### src/logic/sfq_pkg.sv
package sfq_pkg;

    localparam int unsigned NUM_PORTS = 5;

    // register offsets
    localparam logic [7:0] OFS_UIPM_CTRL = 8'h86;
    localparam logic [7:0] OFS_RATE_TAG  = 8'h87;
    localparam logic [7:0] OFS_CP_MAP0   = 8'h90;

    // field positions in global_ctrl_unknown_ip_mcast
    localparam int unsigned POS_SELF_FILT = 6;
    localparam int unsigned POS_UIPM_EN   = 5;
    localparam int unsigned POS_UIPM_MAP  = 0;
    // field positions in global_ctrl_rate_tag_select
    localparam int unsigned POS_RATE_PER  = 4;
    localparam int unsigned POS_EGR_QUEUE = 3;
    localparam int unsigned POS_PVID_SEL  = 2;

    // reset values
    localparam logic [4:0] RST_UIPM_MAP = 5'h00;
    localparam logic [1:0] RST_RATE_PER = 2'h1;
    localparam logic [7:0] RST_CP_MAP0  = 8'h00;

    // rate period encodings and lengths
    localparam logic [1:0] PER_16MS   = 2'h0;
    localparam logic [1:0] PER_64MS   = 2'h1;
    localparam int unsigned PER_16_MS  = 16;
    localparam int unsigned PER_64_MS  = 64;
    localparam int unsigned PER_256_MS = 256;

    // timing: one millisecond at the core clock
    localparam int unsigned CLK_HZ    = 25_000_000;
    localparam int unsigned MS_TIME   = 1;
    localparam int unsigned MS_CYCLES = CLK_HZ / 1000 * MS_TIME;

    typedef struct packed {
        logic       self_filt;
        logic       uipm_en;
        logic [4:0] uipm_map;
        logic [1:0] rate_per;
        logic       egr_queue;
        logic       pvid_sel;
        logic [7:0] cp_map0;
    } sfq_cfg_s;

    typedef struct packed {
        logic       prio_hit;
        logic [1:0] prio;
        logic [4:0] fwd_mask;
        logic       drop;
        logic       ins_tag;
    } sfq_res_s;

endpackage

### src/logic/sfq_globals.sv
module sfq_globals #(
    parameter int unsigned MS_CYC = sfq_pkg::MS_CYCLES
) (
    input  wire logic                  I_MCLK,
    input  wire logic                  I_RESET,
    input  wire logic [7:0]            I_REG_ADDR,
    input  wire logic                  I_REG_WR,
    input  wire logic                  I_REG_RD,
    input  wire logic [7:0]            I_REG_WDATA,
    output logic      [7:0]            O_REG_RDATA,
    output logic                       O_REG_RVALID,
    input  wire logic                  I_FRAME_VALID,
    input  wire logic                  I_UNKNOWN_IPMC,
    input  wire logic [7:0]            I_TOS,
    input  wire logic [2:0]            I_SRC_PORT,
    input  wire logic [2:0]            I_EGR_PORT,
    input  wire logic [4:0]            I_CTRL0_INS,
    input  wire logic [4:0][4:0]       I_CTRL8_INS,
    output logic                       O_RES_VALID,
    output sfq_pkg::sfq_res_s          O_RES,
    output logic                       O_RATE_TICK,
    output logic                       O_EGRESS_QUEUE_MODE,
    output logic                       O_SELF_FILTER_EN
);
    import sfq_pkg::*;

    sfq_cfg_s    cfg_q;
    sfq_res_s    res_d;
    sfq_res_s    res_q;
    logic        res_vld_q;
    logic [7:0]  rdata_q;
    logic        rvalid_q;
    logic [7:0]  rd_mux;
    logic        wr_uipm;
    logic        wr_rate;
    logic        wr_map;
    logic [31:0] pre_q;
    logic [8:0]  ms_q;
    logic [8:0]  per_ms;
    logic        ms_tick;
    logic        per_done;
    logic        tick_q;

    ////////////////////////////////////////////////////////////////////////
    // register access

    assign wr_uipm = I_REG_WR & (I_REG_ADDR == OFS_UIPM_CTRL);
    assign wr_rate = I_REG_WR & (I_REG_ADDR == OFS_RATE_TAG);
    assign wr_map  = I_REG_WR & (I_REG_ADDR == OFS_CP_MAP0);

    // reserved bits are built as constant zero, so writes cannot stick
    assign rd_mux =
        (I_REG_ADDR == OFS_UIPM_CTRL) ?
            {1'b0, cfg_q.self_filt, cfg_q.uipm_en, cfg_q.uipm_map} :
        (I_REG_ADDR == OFS_RATE_TAG) ?
            {2'h0, cfg_q.rate_per, cfg_q.egr_queue,
             cfg_q.pvid_sel, 2'h0} :
        (I_REG_ADDR == OFS_CP_MAP0) ? cfg_q.cp_map0 : 8'h00;

    always_ff @(posedge I_MCLK) begin
        if (I_RESET) begin
            cfg_q.self_filt <= 1'b0;
            cfg_q.uipm_en   <= 1'b0;
            cfg_q.uipm_map  <= RST_UIPM_MAP;
            cfg_q.rate_per  <= RST_RATE_PER;
            cfg_q.egr_queue <= 1'b0;
            cfg_q.pvid_sel  <= 1'b0;
            cfg_q.cp_map0   <= RST_CP_MAP0;
        end else begin
            if (wr_uipm) begin
                cfg_q.self_filt <= I_REG_WDATA[POS_SELF_FILT];
                cfg_q.uipm_en   <= I_REG_WDATA[POS_UIPM_EN];
                cfg_q.uipm_map  <= I_REG_WDATA[POS_UIPM_MAP +: 5];
            end
            if (wr_rate) begin
                cfg_q.rate_per  <= I_REG_WDATA[POS_RATE_PER +: 2];
                cfg_q.egr_queue <= I_REG_WDATA[POS_EGR_QUEUE];
                cfg_q.pvid_sel  <= I_REG_WDATA[POS_PVID_SEL];
            end
            if (wr_map) begin
                cfg_q.cp_map0   <= I_REG_WDATA;
            end
        end
    end

    always_ff @(posedge I_MCLK) begin
        if (I_RESET) begin
            rdata_q  <= 8'h00;
            rvalid_q <= 1'b0;
        end else begin
            rvalid_q <= I_REG_RD;
            if (I_REG_RD) begin
                rdata_q <= rd_mux;
            end
        end
    end

    assign O_REG_RDATA         = rdata_q;
    assign O_REG_RVALID        = rvalid_q;
    assign O_EGRESS_QUEUE_MODE = cfg_q.egr_queue;
    assign O_SELF_FILTER_EN    = cfg_q.self_filt;

    ////////////////////////////////////////////////////////////////////////
    // per-frame decisions

    sfq_lookup u_lookup (
        .i_unknown_ipmc (I_UNKNOWN_IPMC),
        .i_tos          (I_TOS),
        .i_src_port     (I_SRC_PORT),
        .i_egr_port     (I_EGR_PORT),
        .i_ctrl0_ins    (I_CTRL0_INS),
        .i_ctrl8_ins    (I_CTRL8_INS),
        .i_cfg          (cfg_q),
        .o_fwd          (),
        .o_res          (res_d)
    );

    always_ff @(posedge I_MCLK) begin
        if (I_RESET) begin
            res_q     <= '0;
            res_vld_q <= 1'b0;
        end else begin
            res_vld_q <= I_FRAME_VALID;
            if (I_FRAME_VALID) begin
                res_q <= res_d;
            end
        end
    end

    assign O_RES       = res_q;
    assign O_RES_VALID = res_vld_q;

    ////////////////////////////////////////////////////////////////////////
    // ingress rate period tick

    // 1x both mean 256 ms, so both fall through to the last branch
    assign per_ms = (cfg_q.rate_per == PER_16MS) ? 9'(PER_16_MS) :
                    (cfg_q.rate_per == PER_64MS) ? 9'(PER_64_MS) :
                                                   9'(PER_256_MS);
    assign ms_tick  = (pre_q == 32'(MS_CYC - 1));
    // >= so a shorter period chosen mid-count ends at the next millisecond tick
    assign per_done = ms_tick & ((ms_q + 9'h001) >= per_ms);

    always_ff @(posedge I_MCLK) begin
        if (I_RESET) begin
            pre_q  <= 32'h0000_0000;
            ms_q   <= 9'h000;
            tick_q <= 1'b0;
        end else begin
            pre_q  <= ms_tick ? 32'h0000_0000 : pre_q + 32'h0000_0001;
            tick_q <= per_done;
            if (per_done) begin
                ms_q <= 9'h000;
            end else if (ms_tick) begin
                ms_q <= ms_q + 9'h001;
            end
        end
    end

    assign O_RATE_TICK = tick_q;

    ////////////////////////////////////////////////////////////////////////
    // checks

    fwd_map_a: assert property (@(posedge I_MCLK) disable iff (I_RESET)
        I_FRAME_VALID && I_UNKNOWN_IPMC && cfg_q.uipm_en
        |=> O_RES.fwd_mask == $past(cfg_q.uipm_map))
        else $error("unknown ip multicast mask differs from map");

    fwd_off_a: assert property (@(posedge I_MCLK) disable iff (I_RESET)
        I_FRAME_VALID && !cfg_q.uipm_en
        |=> O_RES.fwd_mask == 5'h00 && !O_RES.drop)
        else $error("special forwarding active while disabled");

    drop_zero_a: assert property (@(posedge I_MCLK) disable iff (I_RESET)
        I_FRAME_VALID && I_UNKNOWN_IPMC && cfg_q.uipm_en
        |=> O_RES.drop == ($past(cfg_q.uipm_map) == 5'h00))
        else $error("drop does not follow empty map");

    reset_val_a: assert property (@(posedge I_MCLK)
        $past(I_RESET) |-> cfg_q.rate_per == RST_RATE_PER &&
        cfg_q.uipm_map == RST_UIPM_MAP && cfg_q.cp_map0 == RST_CP_MAP0)
        else $error("wrong value after reset");

    period_len_a: assert property (@(posedge I_MCLK) disable iff (I_RESET)
        ms_tick && ms_q == 9'(PER_16_MS - 1) && cfg_q.rate_per == PER_16MS
        |=> O_RATE_TICK ##1 !O_RATE_TICK)
        else $error("16 ms period tick missing");

    egr_mode_a: assert property (@(posedge I_MCLK) disable iff (I_RESET)
        wr_rate |=> O_EGRESS_QUEUE_MODE == $past(I_REG_WDATA[POS_EGR_QUEUE]))
        else $error("egress mode not taken from write");

    ins_per_a: assert property (@(posedge I_MCLK) disable iff (I_RESET)
        I_FRAME_VALID && cfg_q.pvid_sel && I_SRC_PORT < 3'h5 &&
        I_EGR_PORT < 3'h5
        |=> O_RES.ins_tag == $past(I_CTRL8_INS[I_EGR_PORT][I_SRC_PORT]))
        else $error("per source insertion wrong");

    ins_glob_a: assert property (@(posedge I_MCLK) disable iff (I_RESET)
        I_FRAME_VALID && !cfg_q.pvid_sel && I_SRC_PORT < 3'h5
        |=> O_RES.ins_tag == $past(I_CTRL0_INS[I_SRC_PORT]))
        else $error("global insertion wrong");

    prio_cp3_a: assert property (@(posedge I_MCLK) disable iff (I_RESET)
        I_FRAME_VALID && I_TOS[7:2] == 6'h03
        |=> O_RES.prio_hit && O_RES.prio == $past(cfg_q.cp_map0[7:6]))
        else $error("code point 3 priority wrong");

    prio_cp0_a: assert property (@(posedge I_MCLK) disable iff (I_RESET)
        I_FRAME_VALID && I_TOS[7:2] == 6'h00
        |=> O_RES.prio == $past(cfg_q.cp_map0[1:0]))
        else $error("code point 0 priority wrong");

    map_rw_a: assert property (@(posedge I_MCLK) disable iff (I_RESET)
        wr_map ##1 (I_REG_RD && I_REG_ADDR == OFS_CP_MAP0 && !I_REG_WR)
        |=> O_REG_RDATA == $past(I_REG_WDATA, 2))
        else $error("map register readback wrong");

    resv_zero_a: assert property (@(posedge I_MCLK) disable iff (I_RESET)
        I_REG_RD && I_REG_ADDR == OFS_RATE_TAG
        |=> O_REG_RDATA[7:6] == 2'h0 && O_REG_RDATA[1:0] == 2'h0)
        else $error("reserved bits read non-zero");
endmodule

### src/logic/sfq_lookup.sv
module sfq_lookup (
    input  wire logic                  i_unknown_ipmc,
    input  wire logic [7:0]            i_tos,
    input  wire logic [2:0]            i_src_port,
    input  wire logic [2:0]            i_egr_port,
    input  wire logic [4:0]            i_ctrl0_ins,
    input  wire logic [4:0][4:0]       i_ctrl8_ins,
    input  wire sfq_pkg::sfq_cfg_s     i_cfg,
    output logic                       o_fwd,
    output sfq_pkg::sfq_res_s          o_res
);
    import sfq_pkg::*;

    logic [5:0]       code;
    logic [3:0][1:0]  cp_field;
    logic             src_ok;
    logic             egr_ok;
    logic             ins_per_src;
    logic             ins_global;

    // codes 0..3 live here; the rest of the table sits elsewhere
    genvar g;
    generate
        for (g = 0; g < 4; g++) begin : g_cp
            assign cp_field[g] = i_cfg.cp_map0[2*g +: 2];
        end
    endgenerate

    assign code           = i_tos[7:2];
    assign o_res.prio_hit = (code < 6'h04);
    assign o_res.prio     = o_res.prio_hit ? cp_field[code[1:0]] : 2'h0;

    assign o_fwd          = i_unknown_ipmc & i_cfg.uipm_en;
    assign o_res.fwd_mask = o_fwd ? i_cfg.uipm_map : 5'h00;
    assign o_res.drop     = o_fwd & (i_cfg.uipm_map == 5'h00);

    assign src_ok      = (i_src_port < 3'h5);
    assign egr_ok      = (i_egr_port < 3'h5);
    assign ins_per_src = src_ok & egr_ok &
                         i_ctrl8_ins[i_egr_port][i_src_port];
    assign ins_global  = src_ok & i_ctrl0_ins[i_src_port];
    assign o_res.ins_tag = i_cfg.pvid_sel ? ins_per_src : ins_global;
endmodule

### config.mk
export PLATFORM = sky130hd
export DESIGN_NAME = sfq_globals
export DESIGN_NICKNAME = d
export VERILOG_FILES = /design/src/logic/sfq_pkg.sv /design/src/logic/sfq_globals.sv /design/src/logic/sfq_lookup.sv
export SDC_FILE = /design/constraint.sdc
export NUM_CORES = 1
export LEC_CHECK = 0
export BUFFER_PORTS_ARGS = -buffer_cell sky130_fd_sc_hd__buf_2
export CAP_MARGIN = 20
export CELL_PAD_IN_SITES_DETAIL_PLACEMENT = 1
export CELL_PAD_IN_SITES_GLOBAL_PLACEMENT = 1
export CORE_MARGIN = 3
export CORE_UTILIZATION = 35
export DETAILED_ROUTE_END_ITERATION = 16
export HOLD_SLACK_MARGIN = 0.05
export PLACE_DENSITY_LB_ADDON = 0.1
export SLEW_MARGIN = 20
export SYNTH_ARGS = -nofsm -noshare
export SYNTH_HDL_FRONTEND = slang
export SYNTH_HIERARCHICAL = 1
export SYNTH_SLANG_ARGS = --single-unit
### constraint.sdc
create_clock -name I_MCLK -period 3.5 [get_ports I_MCLK]
set_input_delay 0.35 -clock I_MCLK [delete_from_list [all_inputs] [get_ports I_MCLK]]
set_output_delay 0.35 -clock I_MCLK [all_outputs]
set_load 0.01 [all_outputs]
==> results of run 1 <==
[final cells by class]
cell class / count / area [um2]
Timing Repair Buffer: 90 / 460.4
Clock inverter: 5 / 38.79
Tap cell: 140 / 175.2
Sequential cell: 81 / 1622
Fill cell: 1344 / 6235
Multi-Input combinational cell: 352 / 2327
Clock buffer: 11 / 252.7
Inverter: 4 / 15.01
[placed cells by master, fill, tap and decap left out, drive strengths merged, types with 15 or more instances in the layout]
cell and n:
nand2b 15, xor2 20, mux2i 27, buf 90, dfxtp 81, a21oi 24, nand3 23, nor2 63
and3 16, nand2 36
[sequential cells by signal (all words and copies together) (netlist names)]
| signal | flops |
|---|---|
| O_REG_RDATA | 8 |
| O_RES | 10 |
| O_EGRESS_QUEUE_MODE | 1 |
| O_RATE_TICK | 1 |
| pre_q | 32 |
| O_SELF_FILTER_EN | 1 |
| cfg_q | 17 |
| ms_q | 9 |
| O_RES_VALID | 1 |
| O_REG_RVALID | 1 |
[worst min path at each step]
stage          cells after the start  slack [ps]                     end
5_1_grt                            3         270   cfg_q[7]$_SDFFE_PP0P_
6_report                           2         270  cfg_q[10]$_SDFFE_PP1P_
3_3_place_gp                       1         430     pre_q[0]$_SDFF_PP0_
2_1_floorplan                      1         420     pre_q[0]$_SDFF_PP0_
3_5_place_dp                       1         440     pre_q[0]$_SDFF_PP0_
4_1_cts                            3         270   cfg_q[7]$_SDFFE_PP0P_
[critical path, cell delays in order (launching register included)]
cell     delay (ps)
dfxtp_1         480
ha_1            280
inv_1            90
nor2_1          220
and3_1          240
xor2_1          190
ha_1            290
o21ai_0         180
a21oi_1          60
a211o_1         420
or3_1           360
a21oi_1         140
[power by group through the flow]
| stage | combinational, W | clock, W | sequential, W |
|---|---|---|---|
| 5_1_grt | 0.000152 | 0.000983 | 0.000940 |
| 6_report | 0.000135 | 0.000915 | 0.000939 |
| 3_3_place_gp | 0.000135 | 0 | 0.000959 |
| 2_1_floorplan | 0.0000778 | 0 | 0.000958 |
| 3_5_place_dp | 0.000138 | 0 | 0.000960 |
| 4_1_cts | 0.000138 | 0.000944 | 0.000939 |
[routing by layer]
layer / vias to the layer above / part of all wire, % / GRT usage, %
met4: 0 / 1.4 / 5.938
met5: - / 0 / 0
met1: 1730 / 47 / 21.01
met2: 55 / 48 / 27.75
li1: 1811 / - / -
met3: 8 / 3.4 / 2.865
[cell families (layout without fill, tap and decap cells)]
logic type / Yosys count / in the layout / synth area share, %
AOI/OAI and AO/OA: 70 / 70 / 11.20
xor gates and xnor gates: 29 / 29 / 6.231
adders and majority gates: 6 / 6 / 1.842
buffers and inverters: 25 / 110 / 3.130
DFF: 81 / 81 / 39.78
muxes: 33 / 33 / 9.945
and+or+nand+nor: 214 / 214 / 27.87
[per-stage QoR]
step / worst slack [ps] / utilization [%] / cell area [um2]
after global routing: 222.7 / 43.96 / 4891
after floorplan: 871.8 / - / 4076
after global placement: 592.4 / 41.34 / 4599
after CTS: 486.7 / 43.96 / 4891
final: 503.3 / 43.96 / 4891
after detailed placement: 521.1 / 41.34 / 4599
==> results.json, run 1 <==
{
  "synthArstFlopShare_pct": 0,
  "arrival_ps": 3270,
  "ys_ff_latch": 81,
  "hold_start": "I_REG_WDATA[4]",
  "syn_nets": 530,
  "antenna_left": 0,
  "cts_tree": "done",
  "crit_fanout": 10,
  "cts_buffer_depth": 2,
  "clk_latency_ps": 340,
  "nets": 610,
  "num_rows": 38,
  "globalplace.congestion": 0.7600,
  "drtIter0Drc": 177,
  "route.detailed.drc": 0,
  "yosysWarnings": 6,
  "portBuffers": 86,
  "switching_power_w": 0.0004721,
  "status": "completed",
  "diodes": 0,
  "synth-main-ff-cell": "dfxtp_1",
  "p_leak_nw": 1.996,
  "die_h_um": 113.9,
  "dp_hpwl_mm": 7.703,
  "sw_frac_of_total_pct": 23.73,
  "grt_overflow": 0,
  "pwr-share-seq_pct": 47.2,
  "finalCriticalPeriod_ps": 2997,
  "r2r_start": "ms_q[0]$_SDFFE_PP0P_",
  "grt_usage_pct": 16.43,
  "clock_power_share_pct": 46.0,
  "core_mm2": 0.01113,
  "synth.area.top_cells": "dfxtp_1 (40%), mux2i_1 (6.6%), nor2_1 (5.8%)",
  "reg2reg_setup_slack_ps": 500,
  "routed_via_density": 5.277,
  "power_density_mw_per_mm2": 406.7,
  "die_w_um": 113.9,
  "hold_violations": 0,
  "power.total_w": 0.001989,
  "rsz0062_at_grt": "no",
  "grt_pass1_wl_mm": 17.28,
  "hold-worst-slack_ps": 272.6,
  "slew_headroom_pct": 47.21,
  "share_comb_of_total_power_pct": 6.8,
  "maxSlewViolCount": 0,
  "grt_start_max_net_pins": 51,
  "cts.sinks": 81,
  "io-pin-count": 89,
  "stdcell_count": 683,
  "cp-startpoint": "ms_q[0]$_SDFFE_PP0P_",
  "synth_edf_count": 0,
  "drt_pass1_iterations": 4,
  "crit_type": "reg -> reg",
  "post_cts_resized": 0,
  "cts_max_level": 3,
  "peakVddDrop_uv": 240.5,
  "hp-class": "in -> reg",
  "start_util_pct": 36.64,
  "vias": 3604,
  "synth_area_mm2": 0.004076,
  "syn_area_per_cell_um2": 8.900,
  "totalWireLength_mm": 10.24,
  "rr_worst_depth": 11,
  "root_buffer": "clkbuf_16",
  "cts_hold_repair.buffers": 0,
  "endpoint_kind": "flop",
  "clock.fmax_ghz": 0.3337,
  "drive_gt1_share_pct": 21.92,
  "syn_inst": 458,
  "routedWlPerCell_um": 14.99,
  "grt_pass1_vias": 3563,
  "ys_types": 48,
  "finalSetupTns_ps": 0,
  "setup_viol": 0,
  "internal-power_w": 0.001517,
  "dp_cells": 667,
  "yosysTopAreaCell": "dfxtp_1",
  "yosysTopAreaCellShare_pct": 39.78,
  "start_kind": "flop",
  "antenna_found_initial": 0,
  "numCtsBuffers": 9,
  "die_area_mm2": 0.01298,
  "tightestPinTransition_ps": 784.6,
  "postCtsSetupBuffers": 0,
  "critPathCapture": "ms_q[0]$_SDFFE_PP0P_",
  "crit_required_ps": 3770,
  "syn_to_final_growth_pct": 19.98,
  "maxCapViolations": 0,
  "skew_ps": 6.206,
  "finalCritPeriodShare_pct": 85.62,
  "clk_pin_slew_ps": 60,
  "r2r_end": "ms_q[0]$_SDFFE_PP0P_",
  "yosysSeqAreaShare_pct": 39.78,
  "synth_commonest_cells": "dfxtp_1 (81), nor2_1 (63), nand2_1 (36), mux2i_1 (27), a21oi_1 (24)",
  "synth_most_common_cell": "dfxtp_1"
}
No activity file was read; power rests on OpenSTA's default activity.
==> inputs of run 2 (changes only) <==
CORE_MARGIN = unset   (was 3)
REMOVE_ABC_BUFFERS = 1   (was unset)
==> run 2 against run 1 <==
Register-to-register slack worse by 20 ps. Combinational power hardly changed. Flip-flop and latch count stayed put. Critical path type unchanged. Critical endpoint is now ms_q[1]$_SDFFE_PP0P_. Largest power group is now clock.
==> results.json, run 2 (synthesized netlist as in run 1, its figures left out) <==
{
  "status": "completed",
  "tightestPinTransition_ps": 629.7,
  "io-pin-count": 89,
  "crit_path_top_delay_cell": "dfxtp_1",
  "critPathCapture": "ms_q[1]$_SDFFE_PP0P_",
  "crit_type": "reg -> reg",
  "rsz0062_at_grt": "no",
  "clk_latency_ps": 340,
  "grt_pass1_wl_mm": 16.77,
  "dp_hpwl_mm": 7.418,
  "cts_max_level": 3,
  "drive_gt1_share_pct": 21.88,
  "routedWlPerCell_um": 15.05,
  "slew_headroom_pct": 57.71,
  "r2r_end": "ms_q[1]$_SDFFE_PP0P_",
  "grt_start_max_net_pins": 51,
  "fin_area_mm2": 0.004956,
  "r2r_start": "ms_q[0]$_SDFFE_PP0P_",
  "crit_required_ps": 3770,
  "die_h_um": 109.9,
  "crit_fanout": 10,
  "reg2reg_setup_slack_ps": 480,
  "setup_viol": 0,
  "finalCritPeriodShare_pct": 86.28,
  "path_depth": 11,
  "vias": 3575,
  "syn_to_final_growth_pct": 21.58,
  "globalplace.congestion": 0.7836,
  "cts_buffer_depth": 2,
  "endpoint_kind": "flop",
  "start_util_pct": 35.85,
  "rr_worst_depth": 11,
  "top_register": "pre_q",
  "place_area_mm2": 0.004611,
  "clock.fmax_ghz": 0.3311,
  "hp-class": "in -> reg",
  "cts_tree": "done",
  "largest_reg_flops": 32,
  "arrival_ps": 3290,
  "antenna_found_initial": 0,
  "diodes": 0,
  "die_area_mm2": 0.01208,
  "portBuffers": 86,
  "grt_overflow": 0,
  "drtIter0Drc": 134,
  "p_leak_nw": 2.036,
  "start_kind": "flop",
  "power_density_mw_per_mm2": 437.5,
  "final_common_cell": "buf_2",
  "skew_ps": 8.761,
  "numCtsBuffers": 9,
  "antenna_left": 0,
  "cts.sinks": 81,
  "nets": 611,
  "finalSetupTns_ps": 0,
  "path_cells": "ha_1, inv_1, nor2_1, and3_1, xor2_1, ha_1, o21ai_0, a21oi_1, a211o_1, or3_1, a21oi_1",
  "cp-startpoint": "ms_q[0]$_SDFFE_PP0P_",
  "layout_common_cells": "buf_2 (86), dfxtp_1 (81), nor2_1 (63), nand2_1 (36), mux2i_1 (27)",
  "maxCapViolations": 0,
  "hold_violations": 0,
  "max_stage_delay_ps": 470,
  "grt_usage_pct": 18.23,
  "root_buffer": "clkbuf_16",
  "post-place-ws_ps": 477.5,
  "worst_slack_ps": 480.2,
  "maxSlewViolCount": 0,
  "critical-path-top-delay-family": "compound AO/OA/AOI/OAI gates",
  "postCtsSetupBuffers": 0,
  "core_mm2": 0.01137,
  "finalCriticalPeriod_ps": 3020,
  "post_cts_resized": 0,
  "routed_via_density": 5.204,
  "cts_hold_repair.buffers": 0,
  "drt_pass1_iterations": 4,
  "grt_pass1_vias": 3512,
  "totalWireLength_mm": 10.34,
  "peakVddDrop_uv": 371.5,
  "route.detailed.drc": 0,
  "die_w_um": 109.9,
  "clk_pin_slew_ps": 60,
  "path_buf_inv": 1,
  "num_rows": 39,
  "final_util_pct": 43.59
}
## run 2: worst reg2reg max path: cells and delay by family (launching register included)
| family | cells | cell delay [ps] |
|---|---|---|
| simple gates | 3 | 820 |
| buf+inv | 1 | 90 |
| fa+ha+maj | 2 | 560 |
| xor+xnor | 1 | 160 |
| compound gates | 4 | 850 |
| flops | 1 | 470 |
## run 2: stage by stage
step,power [W],instances,hold slack [ps]
after global routing,0.002254,687,253.4
final,0.002168,687,263.7
after floorplan,0.001015,437,417.6
after CTS,0.002210,687,250.0
after global placement,0.001093,671,434.7
after detailed placement,0.001097,671,449.7
## run 2: routing by layer
metal / part of all wire (%) / GRT usage [%]
met5: 0 / 0
met4: 1.2 / 5.429
met3: 5.1 / 5.335
met2: 47 / 30.63
met1: 47 / 22.43
## run 2: cell type report
type	count	area, um2
Fill cell	1369	6414
Tap cell	143	178.9
Clock buffer	11	242.7
Inverter	4	15.01
Timing Repair Buffer	91	467.9
Clock inverter	5	102.6
Sequential cell	81	1622
Multi-Input combinational cell	352	2327
## run 2: report_power, final
part	switching (W)	leakage [nW]	internal [W]	total [W]
registers	0.00000772	0.654	0.000931	0.000939
clock network	0.000379	0.166	0.000715	0.00109
logic	0.0000710	1.22	0.0000643	0.000135
total	0.000457	2.04	0.00171	0.00217
## run 2: worst min-delay path by stage
| stage | end | cells past startpoint | startpoint |
|---|---|---|---|
| floorplan | pre_q[0]$_SDFF_PP0_ | 1 | pre_q[0]$_SDFF_PP0_ |
| global placement | pre_q[0]$_SDFF_PP0_ | 1 | pre_q[0]$_SDFF_PP0_ |
| detailed placement | pre_q[0]$_SDFF_PP0_ | 1 | pre_q[0]$_SDFF_PP0_ |
| CTS | cfg_q[7]$_SDFFE_PP0P_ | 3 | I_REG_WDATA[7] |
| global route | cfg_q[7]$_SDFFE_PP0P_ | 3 | I_REG_WDATA[7] |
| finish | cfg_q[7]$_SDFFE_PP0P_ | 3 | I_REG_WDATA[7] |
==> inputs of run 3 (changes only) <==
CORE_ASPECT_RATIO = 1.5   (was unset)
==> run 3 against run 2 <==
Critical path depth unchanged. Hold slack got worse by 5.0 ps. Global-route usage is 0.50 points lower. Sequential power is essentially flat. Fmax fell by 3.0%. Combinational power barely moved. Via count grew 1.1%. Clock power fell by 17%. Non-clock buffer count down 2. Total power fell by 8.7%.
==> results.json, run 3 (synthesized netlist as in run 1, its figures left out) <==
{
  "top_register": "pre_q",
  "met1_length_mm": 4.232,
  "clk_pin_slew_ps": 60,
  "portBuffers": 86,
  "diodes": 0,
  "crit_fanout": 10,
  "largest_reg_flops": 32,
  "tightestPinTransition_ps": 868.9,
  "hold-worst-slack_ps": 258.7,
  "rsz0062_at_grt": "no",
  "route.detailed.drc": 0,
  "endpoint_kind": "flop",
  "finalCritPeriodShare_pct": 88.99,
  "finalSetupTns_ps": 0,
  "cts_max_level": 3,
  "stdcell_count": 688,
  "critical-path-top-delay-family": "compound AO/OA/AOI/OAI gates",
  "power_density_mw_per_mm2": 405.8,
  "die_area_mm2": 0.01209,
  "core_mm2": 0.01117,
  "top_layer": "met4",
  "drtIter0Drc": 67,
  "skew_ps": 4.307,
  "grt_overflow": 0,
  "switching_power_w": 0.0004367,
  "crit_path_top_delay_cell": "dfxtp_1",
  "cts_hold_repair.buffers": 0,
  "routed_via_density": 5.254,
  "place_area_mm2": 0.004601,
  "hp-class": "in -> reg",
  "path_cells": "ha_1, inv_1, nor2_1, and3_1, xor2_1, ha_1, o21ai_0, a21oi_1, a211o_1, or3_1, a21oi_1",
  "syn_to_final_growth_pct": 19.71,
  "die_h_um": 134.2,
  "max_stage_delay_ps": 470,
  "maxSlewViolCount": 0,
  "finalCriticalPeriod_ps": 3115,
  "start_kind": "flop",
  "peakVddDrop_uv": 330.8,
  "routedWlPerCell_um": 14.92,
  "p_leak_nw": 1.992,
  "post-place-ws_ps": 401.8,
  "io-pin-count": 89,
  "vias": 3615,
  "worst_slack_ps": 385.4,
  "cts_buffer_depth": 2,
  "grt_start_max_net_pins": 33,
  "share_comb_of_total_power_pct": 6.8,
  "slew_headroom_pct": 41.64,
  "hold_violations": 0,
  "clk_latency_ps": 330,
  "path_buf_inv": 1,
  "layout_common_cells": "buf_2 (86), dfxtp_1 (81), nor2_1 (63), nand2_1 (36), mux2i_1 (27)",
  "postCtsSetupBuffers": 0,
  "internal-power_w": 0.001543,
  "route.met2.wl_mm": 5.435,
  "root_buffer": "clkbuf_16",
  "grt_pass1_vias": 3762,
  "post_cts_resized": 0,
  "die_w_um": 90.12,
  "cts_tree": "done",
  "numCtsBuffers": 9,
  "grt_pass1_wl_mm": 17.42,
  "sw_frac_of_total_pct": 22.05,
  "maxCapViolations": 0,
  "crit_type": "reg -> reg",
  "clock.fmax_ghz": 0.3211,
  "num_rows": 47,
  "antenna_left": 0,
  "grt_usage_pct": 17.74,
  "final_common_cell": "buf_2",
  "cts.sinks": 81,
  "nets": 609,
  "drt_pass1_iterations": 4,
  "dp_cells": 673,
  "pwr-share-seq_pct": 47.4,
  "arrival_ps": 3380,
  "dp_hpwl_mm": 7.671,
  "wl_met3_um": 401,
  "globalplace.congestion": 0.7792,
  "status": "completed",
  "clock_power_share_pct": 45.7,
  "fin_area_mm2": 0.004880,
  "antenna_found_initial": 1,
  "setup_viol": 0,
  "drive_gt1_share_pct": 21.07,
  "crit_required_ps": 3760,
  "totalWireLength_mm": 10.27,
  "start_util_pct": 36.48
}
run 3: cell types whose count changed in the layout (fill, tap and decap cells not counted):
cell / delta
buf_4: -2
bufinv_16: -2
clkbuf_1: +2
clkbuf_8: -1
run 3: per-stage QoR:
stage                     total power (W)  util [%]
after CTS                        0.002019     43.67
final                            0.001980     43.67
after global routing             0.002072     43.67
after floorplan                  0.001015         -
after global placement           0.001093     41.18
after detailed placement         0.001098     41.18
run 3: power groups by stage:
stage / Sequential [W] / Combinational (W) / Clock [W]
4_1_cts: 0.000939 / 0.000138 / 0.000941
2_1_floorplan: 0.000960 / 0.0000553 / 0
6_report: 0.000939 / 0.000135 / 0.000906
3_5_place_dp: 0.000960 / 0.000138 / 0
3_3_place_gp: 0.000959 / 0.000134 / 0
5_1_grt: 0.000940 / 0.000150 / 0.000983
run 3: final timing paths:
check        slack [ps]                  from                      to  cells after the start
max                 390  ms_q[0]$_SDFFE_PP0P_    ms_q[1]$_SDFFE_PP0P_                     11
min                 260        I_REG_WDATA[4]  cfg_q[10]$_SDFFE_PP1P_                      2
max reg2reg         390  ms_q[0]$_SDFFE_PP0P_    ms_q[1]$_SDFFE_PP0P_                     11
min reg2reg         460   pre_q[0]$_SDFF_PP0_     pre_q[0]$_SDFF_PP0_                      1
run 3: final cells by class:
| class | count | area, um2 |
|---|---|---|
| timing repair buffer | 89 | 452.9 |
| inverter | 4 | 15.01 |
| sequential | 81 | 1622 |
| multi-input combinational | 352 | 2327 |
| fill | 1346 | 6294 |
| tap | 147 | 183.9 |
| clock buffer | 12 | 236.5 |
| clock inverter | 3 | 42.54 |
run 3: layer usage:
metal	track usage, %	up-vias
met3	4.308	17
met2	33.16	63
met1	19.13	1733
met4	6.631	0
met5	0	-
li1	-	1802
